## config.mk

```make
export PLATFORM = sky130hd
export DESIGN_NAME = tdb_burst_window
export DESIGN_NICKNAME = d
export VERILOG_FILES = /design/src/common/tdb_pkg.sv /design/src/hw/tdb_remap.sv /design/src/hw/tdb_burst_window.sv
export SDC_FILE = /design/constraint.sdc
export NUM_CORES = 1
export LEC_CHECK = 0
export BUFFER_PORTS_ARGS = -buffer_cell sky130_fd_sc_hd__buf_2
export CAP_MARGIN = 10
export CORE_ASPECT_RATIO = 1.1
export CORE_UTILIZATION = 45
export DETAILED_ROUTE_END_ITERATION = 8
export HOLD_SLACK_MARGIN = 0.08
export PLACE_DENSITY_LB_ADDON = 0.3
export SETUP_SLACK_MARGIN = 0.3
export SLEW_MARGIN = 20
export SYNTH_ARGS = -nofsm -noshare
export SYNTH_HDL_FRONTEND = slang
export SYNTH_SLANG_ARGS = --single-unit
```

## constraint.sdc

```tcl
create_clock -name pclk -period 2.5 [get_ports pclk]
set_input_delay 0.125 -clock pclk [delete_from_list [all_inputs] [get_ports pclk]]
set_output_delay 0.125 -clock pclk [all_outputs]
set_load 0.02 [all_outputs]
```

## src/common/tdb_pkg.sv

```systemverilog
// constants shared by the timer burst window and remap logic
`default_nettype none
package tdb_pkg;
    // register byte offsets
    localparam logic [7:0] TDB_CTRL_ONE_OFS = 8'h00;
    localparam logic [7:0] TDB_DCTRL_OFS = 8'h48;
    localparam logic [7:0] TDB_WINDOW_OFS = 8'h4C;
    localparam logic [7:0] TDB_OPT_OFS = 8'h50;
    localparam logic [7:0] TDB_WIDTH_OFS = 8'h54;
    localparam logic [7:0] TDB_STATUS_OFS = 8'h58;
    localparam logic [7:0] TDB_LAST_FWD_OFS = 8'h44;
    // burst control field layout
    localparam int TDB_BASE_LSB = 0;
    localparam int TDB_BASE_MSB = 4;
    localparam int TDB_LEN_LSB = 8;
    localparam int TDB_LEN_MSB = 12;
    localparam int TDB_FIELD_W = 5;
    localparam logic [4:0] TDB_LEN_MAX = 5'h11;
    // option register field layout
    localparam int TDB_CH4_LSB = 6;
    localparam int TDB_CH4_MSB = 7;
    localparam int TDB_TRG_LSB = 10;
    localparam int TDB_TRG_MSB = 11;
    // byte mode bit of the width register
    localparam int TDB_BYTE_BIT = 0;
    // reset values
    localparam logic [15:0] TDB_REG_RESET = 16'h0000;
    localparam logic [31:0] TDB_DATA_ZERO = 32'h0000_0000;
    // trigger one selector codes
    typedef enum logic [1:0] {
        TDB_TRG_TIMER8 = 2'b00,
        TDB_TRG_PTP = 2'b01,
        TDB_TRG_SOF = 2'b10,
        TDB_TRG_RSVD = 2'b11
    } tdb_trg_sel_e;
    // channel four selector codes
    typedef enum logic [1:0] {
        TDB_CH4_PIN = 2'b00,
        TDB_CH4_LSI = 2'b01,
        TDB_CH4_LSE = 2'b10,
        TDB_CH4_RTC = 2'b11
    } tdb_ch4_sel_e;
    // bus handshake states
    typedef enum logic [1:0] {
        TDB_ST_IDLE = 2'b00,
        TDB_ST_TGT = 2'b01,
        TDB_ST_ACK = 2'b10
    } tdb_state_e;
endpackage : tdb_pkg
`default_nettype wire

```

## src/hw/tdb_remap.sv

```systemverilog
// input remap selectors for trigger one and channel four
`timescale 1ns/1ns
`default_nettype none
module tdb_remap (
    // clock and reset
    input wire logic pclk,
    input wire logic presetn,
    // selectors
    input wire logic [1:0] input_remap_select_trg,
    input wire logic [1:0] input_remap_select_ch4,
    // trigger sources
    input wire logic eighth_timer_trigger_output,
    input wire logic ptp_trigger,
    input wire logic usb_sof_pulse,
    // channel four sources
    input wire logic ch4_pin,
    input wire logic low_speed_internal_clock,
    input wire logic low_speed_external_clock,
    input wire logic rtc_wakeup_irq,
    // routed signals
    output logic second_timer_internal_trigger_one,
    output logic fifth_timer_channel_four_in
);
    import tdb_pkg::*;

    logic trg_next;
    logic ch4_next;

    always_comb begin
        unique case (tdb_trg_sel_e'(input_remap_select_trg))
            TDB_TRG_TIMER8: trg_next = eighth_timer_trigger_output;
            TDB_TRG_PTP: trg_next = ptp_trigger;
            TDB_TRG_SOF: trg_next = usb_sof_pulse;
            TDB_TRG_RSVD: trg_next = 1'b0; // reserved code routes nothing
        endcase
    end

    always_comb begin
        unique case (tdb_ch4_sel_e'(input_remap_select_ch4))
            TDB_CH4_PIN: ch4_next = ch4_pin;
            TDB_CH4_LSI: ch4_next = low_speed_internal_clock;
            TDB_CH4_LSE: ch4_next = low_speed_external_clock;
            TDB_CH4_RTC: ch4_next = rtc_wakeup_irq;
        endcase
    end

    // one flop of latency, keeps outputs glitch free
    always_ff @(posedge pclk or negedge presetn) begin
        if (!presetn) begin
            second_timer_internal_trigger_one <= 1'b0;
            fifth_timer_channel_four_in <= 1'b0;
        end else begin
            second_timer_internal_trigger_one <= trg_next;
            fifth_timer_channel_four_in <= ch4_next;
        end
    end
endmodule : tdb_remap
`default_nettype wire

```

## src/hw/tdb_burst_window.sv

```systemverilog
// timer dma burst access window with apb slave and input remap
//
// Behaviour
// - five-bit base offset counted in registers from control register one
// - five-bit burst length, transfers equal field plus one, up to eighteen
// - each window read or write is one transfer of a burst
// - window access goes to control register one plus (base plus index) times four
// - burst index advances by hardware each transfer, wraps at burst length
// - sixteen and eight bit transfers; in byte mode first write transfer uses the high byte, reads return the low byte
// - two-bit selector routes trigger one: timer8, ptp, usb sof, reserved
// - two-bit selector routes channel four: pin, lsi, lse, rtc wake-up
//
// Our own choice: register access over APB.
`timescale 1ns/1ns
`default_nettype none
module tdb_burst_window #(
    parameter int ADDR_W = 8
) (
    // clock and reset
    input wire logic pclk,
    input wire logic presetn,
    // apb slave
    input wire logic psel,
    input wire logic penable,
    input wire logic pwrite,
    input wire logic [ADDR_W-1:0] paddr,
    input wire logic [31:0] pwdata,
    output logic [31:0] prdata,
    output logic pready,
    output logic pslverr,
    // timer register file port
    output logic tgt_req,
    output logic tgt_write,
    output logic [ADDR_W-1:0] tgt_addr,
    output logic [15:0] tgt_wdata,
    input wire logic [15:0] tgt_rdata,
    // remap sources
    input wire logic eighth_timer_trigger_output,
    input wire logic ptp_trigger,
    input wire logic usb_sof_pulse,
    input wire logic ch4_pin,
    input wire logic low_speed_internal_clock,
    input wire logic low_speed_external_clock,
    input wire logic rtc_wakeup_irq,
    // remapped signals
    output logic second_timer_internal_trigger_one,
    output logic fifth_timer_channel_four_in
);
    import tdb_pkg::*;

    // byte address of a burst transfer
    function automatic logic [ADDR_W-1:0] burst_addr(
        input logic [TDB_FIELD_W-1:0] base,
        input logic [TDB_FIELD_W-1:0] idx
    );
        logic [TDB_FIELD_W:0] sum;
        sum = {1'b0, base} + {1'b0, idx};
        burst_addr = ADDR_W'(TDB_CTRL_ONE_OFS) + ADDR_W'({sum, 2'b00});
    endfunction : burst_addr

    // true when an offset is served by the timer register file
    function automatic logic is_forward(input logic [ADDR_W-1:0] addr);
        is_forward = (addr <= ADDR_W'(TDB_LAST_FWD_OFS)) && (addr[1:0] == 2'b00);
    endfunction : is_forward

    // true when an offset is one of this block's own registers
    function automatic logic is_local(input logic [ADDR_W-1:0] addr);
        is_local = (addr == ADDR_W'(TDB_DCTRL_OFS)) || (addr == ADDR_W'(TDB_OPT_OFS))
            || (addr == ADDR_W'(TDB_WIDTH_OFS)) || (addr == ADDR_W'(TDB_STATUS_OFS));
    endfunction : is_local

    // registers
    logic [TDB_FIELD_W-1:0] burst_base_offset_reg;
    logic [TDB_FIELD_W-1:0] burst_length_reg;
    logic [TDB_FIELD_W-1:0] burst_index_reg;
    logic [1:0] trg_sel_reg;
    logic [1:0] ch4_sel_reg;
    logic byte_mode_reg;
    tdb_state_e state_reg;
    logic win_reg;
    logic [31:0] prdata_reg;
    logic pready_reg;
    logic pslverr_reg;
    logic tgt_req_reg;
    logic tgt_write_reg;
    logic [ADDR_W-1:0] tgt_addr_reg;
    logic [15:0] tgt_wdata_reg;

    // decode of the request held on the bus
    logic setup_phase;
    logic done;
    logic hit_window;
    logic hit_forward;
    logic hit_local;
    logic wr_done;
    logic win_done;
    logic [15:0] win_wdata;
    logic [15:0] dctrl_view;
    logic [15:0] opt_view;
    logic [31:0] local_rdata;

    assign setup_phase = psel && !penable;
    assign done = psel && penable && pready_reg;
    assign hit_window = (paddr == ADDR_W'(TDB_WINDOW_OFS));
    assign hit_forward = is_forward(paddr);
    assign hit_local = is_local(paddr);
    assign wr_done = done && pwrite && !pslverr_reg;
    assign win_done = done && win_reg && !pslverr_reg;

    // reserved positions are built as zero
    always_comb begin
        dctrl_view = TDB_REG_RESET;
        dctrl_view[TDB_BASE_MSB:TDB_BASE_LSB] = burst_base_offset_reg;
        dctrl_view[TDB_LEN_MSB:TDB_LEN_LSB] = burst_length_reg;
    end

    always_comb begin
        opt_view = TDB_REG_RESET;
        opt_view[TDB_TRG_MSB:TDB_TRG_LSB] = trg_sel_reg;
        opt_view[TDB_CH4_MSB:TDB_CH4_LSB] = ch4_sel_reg;
    end

    // narrow data sits low, upper bits read zero
    always_comb begin
        local_rdata = TDB_DATA_ZERO;
        if (paddr == ADDR_W'(TDB_DCTRL_OFS)) begin
            local_rdata[15:0] = dctrl_view;
        end else if (paddr == ADDR_W'(TDB_OPT_OFS)) begin
            local_rdata[15:0] = opt_view;
        end else if (paddr == ADDR_W'(TDB_WIDTH_OFS)) begin
            local_rdata[TDB_BYTE_BIT] = byte_mode_reg;
        end else if (paddr == ADDR_W'(TDB_STATUS_OFS)) begin
            local_rdata[TDB_FIELD_W-1:0] = burst_index_reg;
        end
    end

    // in byte mode the first transfer of a burst takes the high byte
    always_comb begin
        win_wdata = pwdata[15:0];
        if (byte_mode_reg) begin
            if (burst_index_reg == '0) begin
                win_wdata = {8'h00, pwdata[15:8]};
            end else begin
                win_wdata = {8'h00, pwdata[7:0]};
            end
        end
    end

    // handshake sequencing
    always_ff @(posedge pclk or negedge presetn) begin
        if (!presetn) begin
            state_reg <= TDB_ST_IDLE;
        end else begin
            unique case (state_reg)
                TDB_ST_IDLE: begin
                    if (setup_phase) begin
                        if (hit_window || hit_forward) begin
                            state_reg <= TDB_ST_TGT;
                        end else begin
                            state_reg <= TDB_ST_ACK;
                        end
                    end
                end
                TDB_ST_TGT: begin
                    state_reg <= TDB_ST_ACK;
                end
                TDB_ST_ACK: begin
                    state_reg <= TDB_ST_IDLE;
                end
                default: begin
                    state_reg <= TDB_ST_IDLE;
                end
            endcase
        end
    end

    // decode result held for the whole transfer
    always_ff @(posedge pclk or negedge presetn) begin
        if (!presetn) begin
            win_reg <= 1'b0;
        end else if (state_reg == TDB_ST_IDLE && setup_phase) begin
            win_reg <= hit_window;
        end
    end

    // target port: one request per forwarded or burst transfer
    always_ff @(posedge pclk or negedge presetn) begin
        if (!presetn) begin
            tgt_req_reg <= 1'b0;
            tgt_write_reg <= 1'b0;
            tgt_addr_reg <= '0;
            tgt_wdata_reg <= TDB_REG_RESET;
        end else if (state_reg == TDB_ST_IDLE && setup_phase && (hit_window || hit_forward)) begin
            tgt_req_reg <= 1'b1;
            tgt_write_reg <= pwrite;
            if (hit_window) begin
                tgt_addr_reg <= burst_addr(burst_base_offset_reg, burst_index_reg);
                tgt_wdata_reg <= win_wdata;
            end else begin
                tgt_addr_reg <= paddr;
                tgt_wdata_reg <= pwdata[15:0];
            end
        end else begin
            tgt_req_reg <= 1'b0;
            tgt_write_reg <= 1'b0;
        end
    end

    // apb answer
    always_ff @(posedge pclk or negedge presetn) begin
        if (!presetn) begin
            pready_reg <= 1'b0;
            pslverr_reg <= 1'b0;
            prdata_reg <= TDB_DATA_ZERO;
        end else begin
            unique case (state_reg)
                TDB_ST_IDLE: begin
                    if (setup_phase && !(hit_window || hit_forward)) begin
                        pready_reg <= 1'b1;
                        pslverr_reg <= !hit_local;
                        prdata_reg <= local_rdata;
                    end else begin
                        pready_reg <= 1'b0;
                        pslverr_reg <= 1'b0;
                    end
                end
                TDB_ST_TGT: begin
                    pready_reg <= 1'b1;
                    pslverr_reg <= 1'b0;
                    prdata_reg <= TDB_DATA_ZERO;
                    if (!tgt_write_reg) begin
                        if (byte_mode_reg && win_reg) begin
                            prdata_reg[7:0] <= tgt_rdata[7:0];
                        end else begin
                            prdata_reg[15:0] <= tgt_rdata;
                        end
                    end
                end
                TDB_ST_ACK: begin
                    pready_reg <= 1'b0;
                    pslverr_reg <= 1'b0;
                end
                default: begin
                    pready_reg <= 1'b0;
                    pslverr_reg <= 1'b0;
                end
            endcase
        end
    end

    // burst control register; a write restarts the burst index
    always_ff @(posedge pclk or negedge presetn) begin
        if (!presetn) begin
            burst_base_offset_reg <= '0;
            burst_length_reg <= '0;
        end else if (wr_done && paddr == ADDR_W'(TDB_DCTRL_OFS)) begin
            burst_base_offset_reg <= pwdata[TDB_BASE_MSB:TDB_BASE_LSB];
            burst_length_reg <= pwdata[TDB_LEN_MSB:TDB_LEN_LSB];
        end
    end

    // index moves on by itself, no software step needed
    always_ff @(posedge pclk or negedge presetn) begin
        if (!presetn) begin
            burst_index_reg <= '0;
        end else if (wr_done && paddr == ADDR_W'(TDB_DCTRL_OFS)) begin
            burst_index_reg <= '0;
        end else if (win_done) begin
            // codes above the longest burst still wrap, so the index stays bounded
            if (burst_index_reg >= burst_length_reg || burst_index_reg >= TDB_LEN_MAX) begin
                burst_index_reg <= '0;
            end else begin
                burst_index_reg <= burst_index_reg + 1'b1;
            end
        end
    end

    // option register: only selector fields store
    always_ff @(posedge pclk or negedge presetn) begin
        if (!presetn) begin
            trg_sel_reg <= 2'b00;
            ch4_sel_reg <= 2'b00;
        end else if (wr_done && paddr == ADDR_W'(TDB_OPT_OFS)) begin
            trg_sel_reg <= pwdata[TDB_TRG_MSB:TDB_TRG_LSB];
            ch4_sel_reg <= pwdata[TDB_CH4_MSB:TDB_CH4_LSB];
        end
    end

    // transfer width register
    always_ff @(posedge pclk or negedge presetn) begin
        if (!presetn) begin
            byte_mode_reg <= 1'b0;
        end else if (wr_done && paddr == ADDR_W'(TDB_WIDTH_OFS)) begin
            byte_mode_reg <= pwdata[TDB_BYTE_BIT];
        end
    end

    tdb_remap u_remap (
        .pclk(pclk),
        .presetn(presetn),
        .input_remap_select_trg(trg_sel_reg),
        .input_remap_select_ch4(ch4_sel_reg),
        .eighth_timer_trigger_output(eighth_timer_trigger_output),
        .ptp_trigger(ptp_trigger),
        .usb_sof_pulse(usb_sof_pulse),
        .ch4_pin(ch4_pin),
        .low_speed_internal_clock(low_speed_internal_clock),
        .low_speed_external_clock(low_speed_external_clock),
        .rtc_wakeup_irq(rtc_wakeup_irq),
        .second_timer_internal_trigger_one(second_timer_internal_trigger_one),
        .fifth_timer_channel_four_in(fifth_timer_channel_four_in)
    );

    assign prdata = prdata_reg;
    assign pready = pready_reg;
    assign pslverr = pslverr_reg;
    assign tgt_req = tgt_req_reg;
    assign tgt_write = tgt_write_reg;
    assign tgt_addr = tgt_addr_reg;
    assign tgt_wdata = tgt_wdata_reg;
endmodule : tdb_burst_window
`default_nettype wire

```

==> flow_summary.json <==
{
  "cts.reportedPaths.clkPinSlew_ns": 0.07,
  "async_reset_ff_share_pct": 100,
  "drt_first_pass_iters": 4,
  "postCtsSetupRepairBufs": 0,
  "cts_buffers": 9,
  "worst_slew_pin_slew_ns": 0.804,
  "core_area_um2": 7960,
  "synth_top_family_by_area": "compound AO/OA/AOI/OAI gates",
  "pwr-share-seq_pct": 46.1,
  "clock-sinks": 69,
  "rows": 34,
  "clock_latency_ns": 0.34,
  "synth_top_area_share_pct": 46.7,
  "timing.slew.headroom_pct": 46.4,
  "r2r_setup_slack_ns": 0.44,
  "ys.flop_type": "dfrtp_1",
  "p_int_w": 0.00195,
  "ctsLongestPathBuffers": 2,
  "vdd_ir_drop_max_uv": 327,
  "crit_type": "flop to flop",
  "worst-path-stages": 7,
  "stdcell_area_um2": 4760,
  "critical_path.top_delay_family": "compound AO/OA/AOI/OAI gates",
  "finalSetupTns_ns": 0,
  "power_frac_clock_pct": 36.2,
  "synth_xor_area_share_pct": 0.710,
  "layout_commonest_cell": "buf_2",
  "die_y_um": 97.1,
  "layout-drive-gt1-share_pct": 33.8,
  "synth_edf_count": 0,
  "start_kind": "flop",
  "netlist_instances": 324,
  "rsz0062_at_grt": "no",
  "worstPathRequired_ns": 2.77,
  "dr_total_vias": 3073,
  "n_antenna_cell": 0,
  "fin_nets": 538,
  "totalWireLength_um": 9520,
  "fin_ws_ns": 0.440,
  "critical_path_arrival_ns": 2.33,
  "antenna_left": 0,
  "cts_tree": "yes",
  "worstSetupEndpoint": "burst_index_reg[2]",
  "grt_max_degree": 38,
  "worst_hold_path_type": "input port to flop",
  "hold_depth": 2,
  "wl_per_cell_um": 16.7,
  "final_hold_viol_count": 0,
  "gp_congestion": 0.871,
  "powerDensity_nw_per_um2": 567,
  "grt.total_usage_pct": 23.4,
  "comb_power_share_pct": 17.7,
  "r2r-start": "burst_index_reg[0]",
  "io_buffer_count": 97,
  "drv_slew": 0,
  "p_sw_w": 0.000750,
  "startpoint": "burst_index_reg[0]",
  "start_util_pct": 46.5,
  "ys_ff_latch": 69,
  "synthAdderAreaFrac_pct": 4.94,
  "fin_crit_ns": 2.06,
  "htreeDepth": 3,
  "die_w_um": 88.5,
  "finalCritPeriodShare_pct": 82.4,
  "root_buffer": "clkbuf_8",
  "dpl_cell_area_um2": 4300,
  "path_cells": "inv_1 > ha_1 > nand2b_1 > a2111oi_1 > buf_4 > o2111ai_1 > a31oi_1",
  "crit_buf_inv": 2,
  "cp_max_fo": 8,
  "gr-total-overflow": 0,
  "synth_area_leaders": "dfrtp_1 (47%), mux2_2 (6.7%), a22o_1 (5.7%), ha_1 (4.4%), buf_4 (3.2%)",
  "detailed_place_hpwl_um": 6950,
  "muxShareOfSynthArea_pct": 13.0,
  "ys_types": 62,
  "fin_worst_skew_ns": 0.00514,
  "cp_slowest_cell": "dfrtp_1",
  "yosysSeqAreaShare_pct": 46.7,
  "drt_iter0_markers": 208,
  "pre_cts_ws_ns": 0.286,
  "endpoint_kind": "flop",
  "io_pins": 130,
  "setup_viol": 0,
  "max_stage_delay_ns": 0.50,
  "antenna_found_initial": 0,
  "synth-compound-area-share_pct": 18.2,
  "drv_cap": 0,
  "syn_avg_cell_area_um2": 11.4,
  "layout_common_cells": "buf_2 (97), dfrtp_1 (68), a22o_1 (24), dlygate4sd3_1 (24), mux2_2 (22)",
  "min_from": "rtc_wakeup_irq",
  "die_area_um2": 8590,
  "synth_area_leader_cell": "dfrtp_1",
  "power_w": 0.00270,
  "yosysWarnings": 0,
  "first_global_vias": 3061,
  "status": "finished, final reports clean",
  "drc": 0,
  "r2r-end": "burst_index_reg[2]",
  "worst-r2r-cell-count": 7,
  "syn_to_final_growth_pct": 28.7,
  "leakagePower_nw": 2.43,
  "max_clock_freq_mhz": 485,
  "netlist_area_um2": 3700,
  "vias_per_cell": 5.40,
  "synthSimpleGateAreaFrac_pct": 10.2,
  "grt_pass1_wl_um": 15100,
  "swShare_pct": 27.8
}
## stage by stage
step / cells / hold slack, ns / utilization, %
after floorplan: 339 / -0.171 / -
after global placement: 529 / 0.249 / 54.1
after detailed placement: 529 / 0.257 / 54.1
after CTS: 569 / 0.0801 / 59.9
after global routing: 569 / 0.0926 / 59.9
final: 569 / 0.0910 / 59.9
## cells in the mapped netlist, drive strengths merged (3+ instances only)
master / number
nor2: 9
a211oi: 3
ha: 13
inv: 14
a22o: 24
nor3: 5
o2111ai: 3
o31ai: 3
a21o: 3
and2: 4
nand3: 3
a21oi: 8
o21ai: 27
nor4: 6
mux2: 32
dfrtp: 69
buf: 24
nand4: 3
mux2i: 10
clkbuf: 3
nor2b: 5
nand2: 10
nand2b: 5
## power groups by stage
stage | combinational, W | clock [W] | sequential, W
floorplan | 0.000171 | 0 | 0.00136
global placement | 0.000445 | 0 | 0.00126
detailed placement | 0.000450 | 0 | 0.00126
CTS | 0.000479 | 0.000994 | 0.00124
global route | 0.000517 | 0.00104 | 0.00125
finish | 0.000478 | 0.000977 | 0.00124
## cells by family (layout without fill, tap and decap cells)
logic type,count (synthesis),in the layout
other,1,16
muxes,43,43
buffers and inverters,41,163
DFF,69,69
xor gates and xnor gates,3,3
adders and majority gates,14,14
and+or+nand+nor,64,64
AOI/OAI and AO/OA,89,89
## cell type report
cell class                      count  area (um^2)
Multi-Input combinational cell    229         1810
Inverter                           14         52.6
Clock buffer                       12          135
Fill cell                         682         3190
Sequential cell                    69         1730
Tap cell                          108          135
Clock inverter                      4         72.6
Timing Repair Buffer              133          828
## metal layers
layer  up-vias  wire, um  GRT usage, %  part of all wire, %
met2       131      4460          37.0                   47
met5         -         0             0                    0
met3        18       579          3.48                  6.1
met1      1474      4230          31.7                   44
li1       1450         -             -                    -
met4         0       246          10.2                  2.6
## worst min-delay path by stage
stage                     slack [ns]                                  end
after floorplan                -0.17             burst_base_offset_reg[0]
after global placement          0.25                            prdata[6]
after detailed placement        0.26                            prdata[6]
after CTS                       0.08  u_remap.fifth_timer_channel_four_in
after global routing            0.09  u_remap.fifth_timer_channel_four_in
final                           0.09  u_remap.fifth_timer_channel_four_in
## repair_timing
action	CTS	global route
hold buffers	24	0
endpoints found under the setup margin	3	5
endpoints found under the hold margin	60	0
gates resized for setup	1	2
Note: power is estimated with default switching activity, not from simulation.
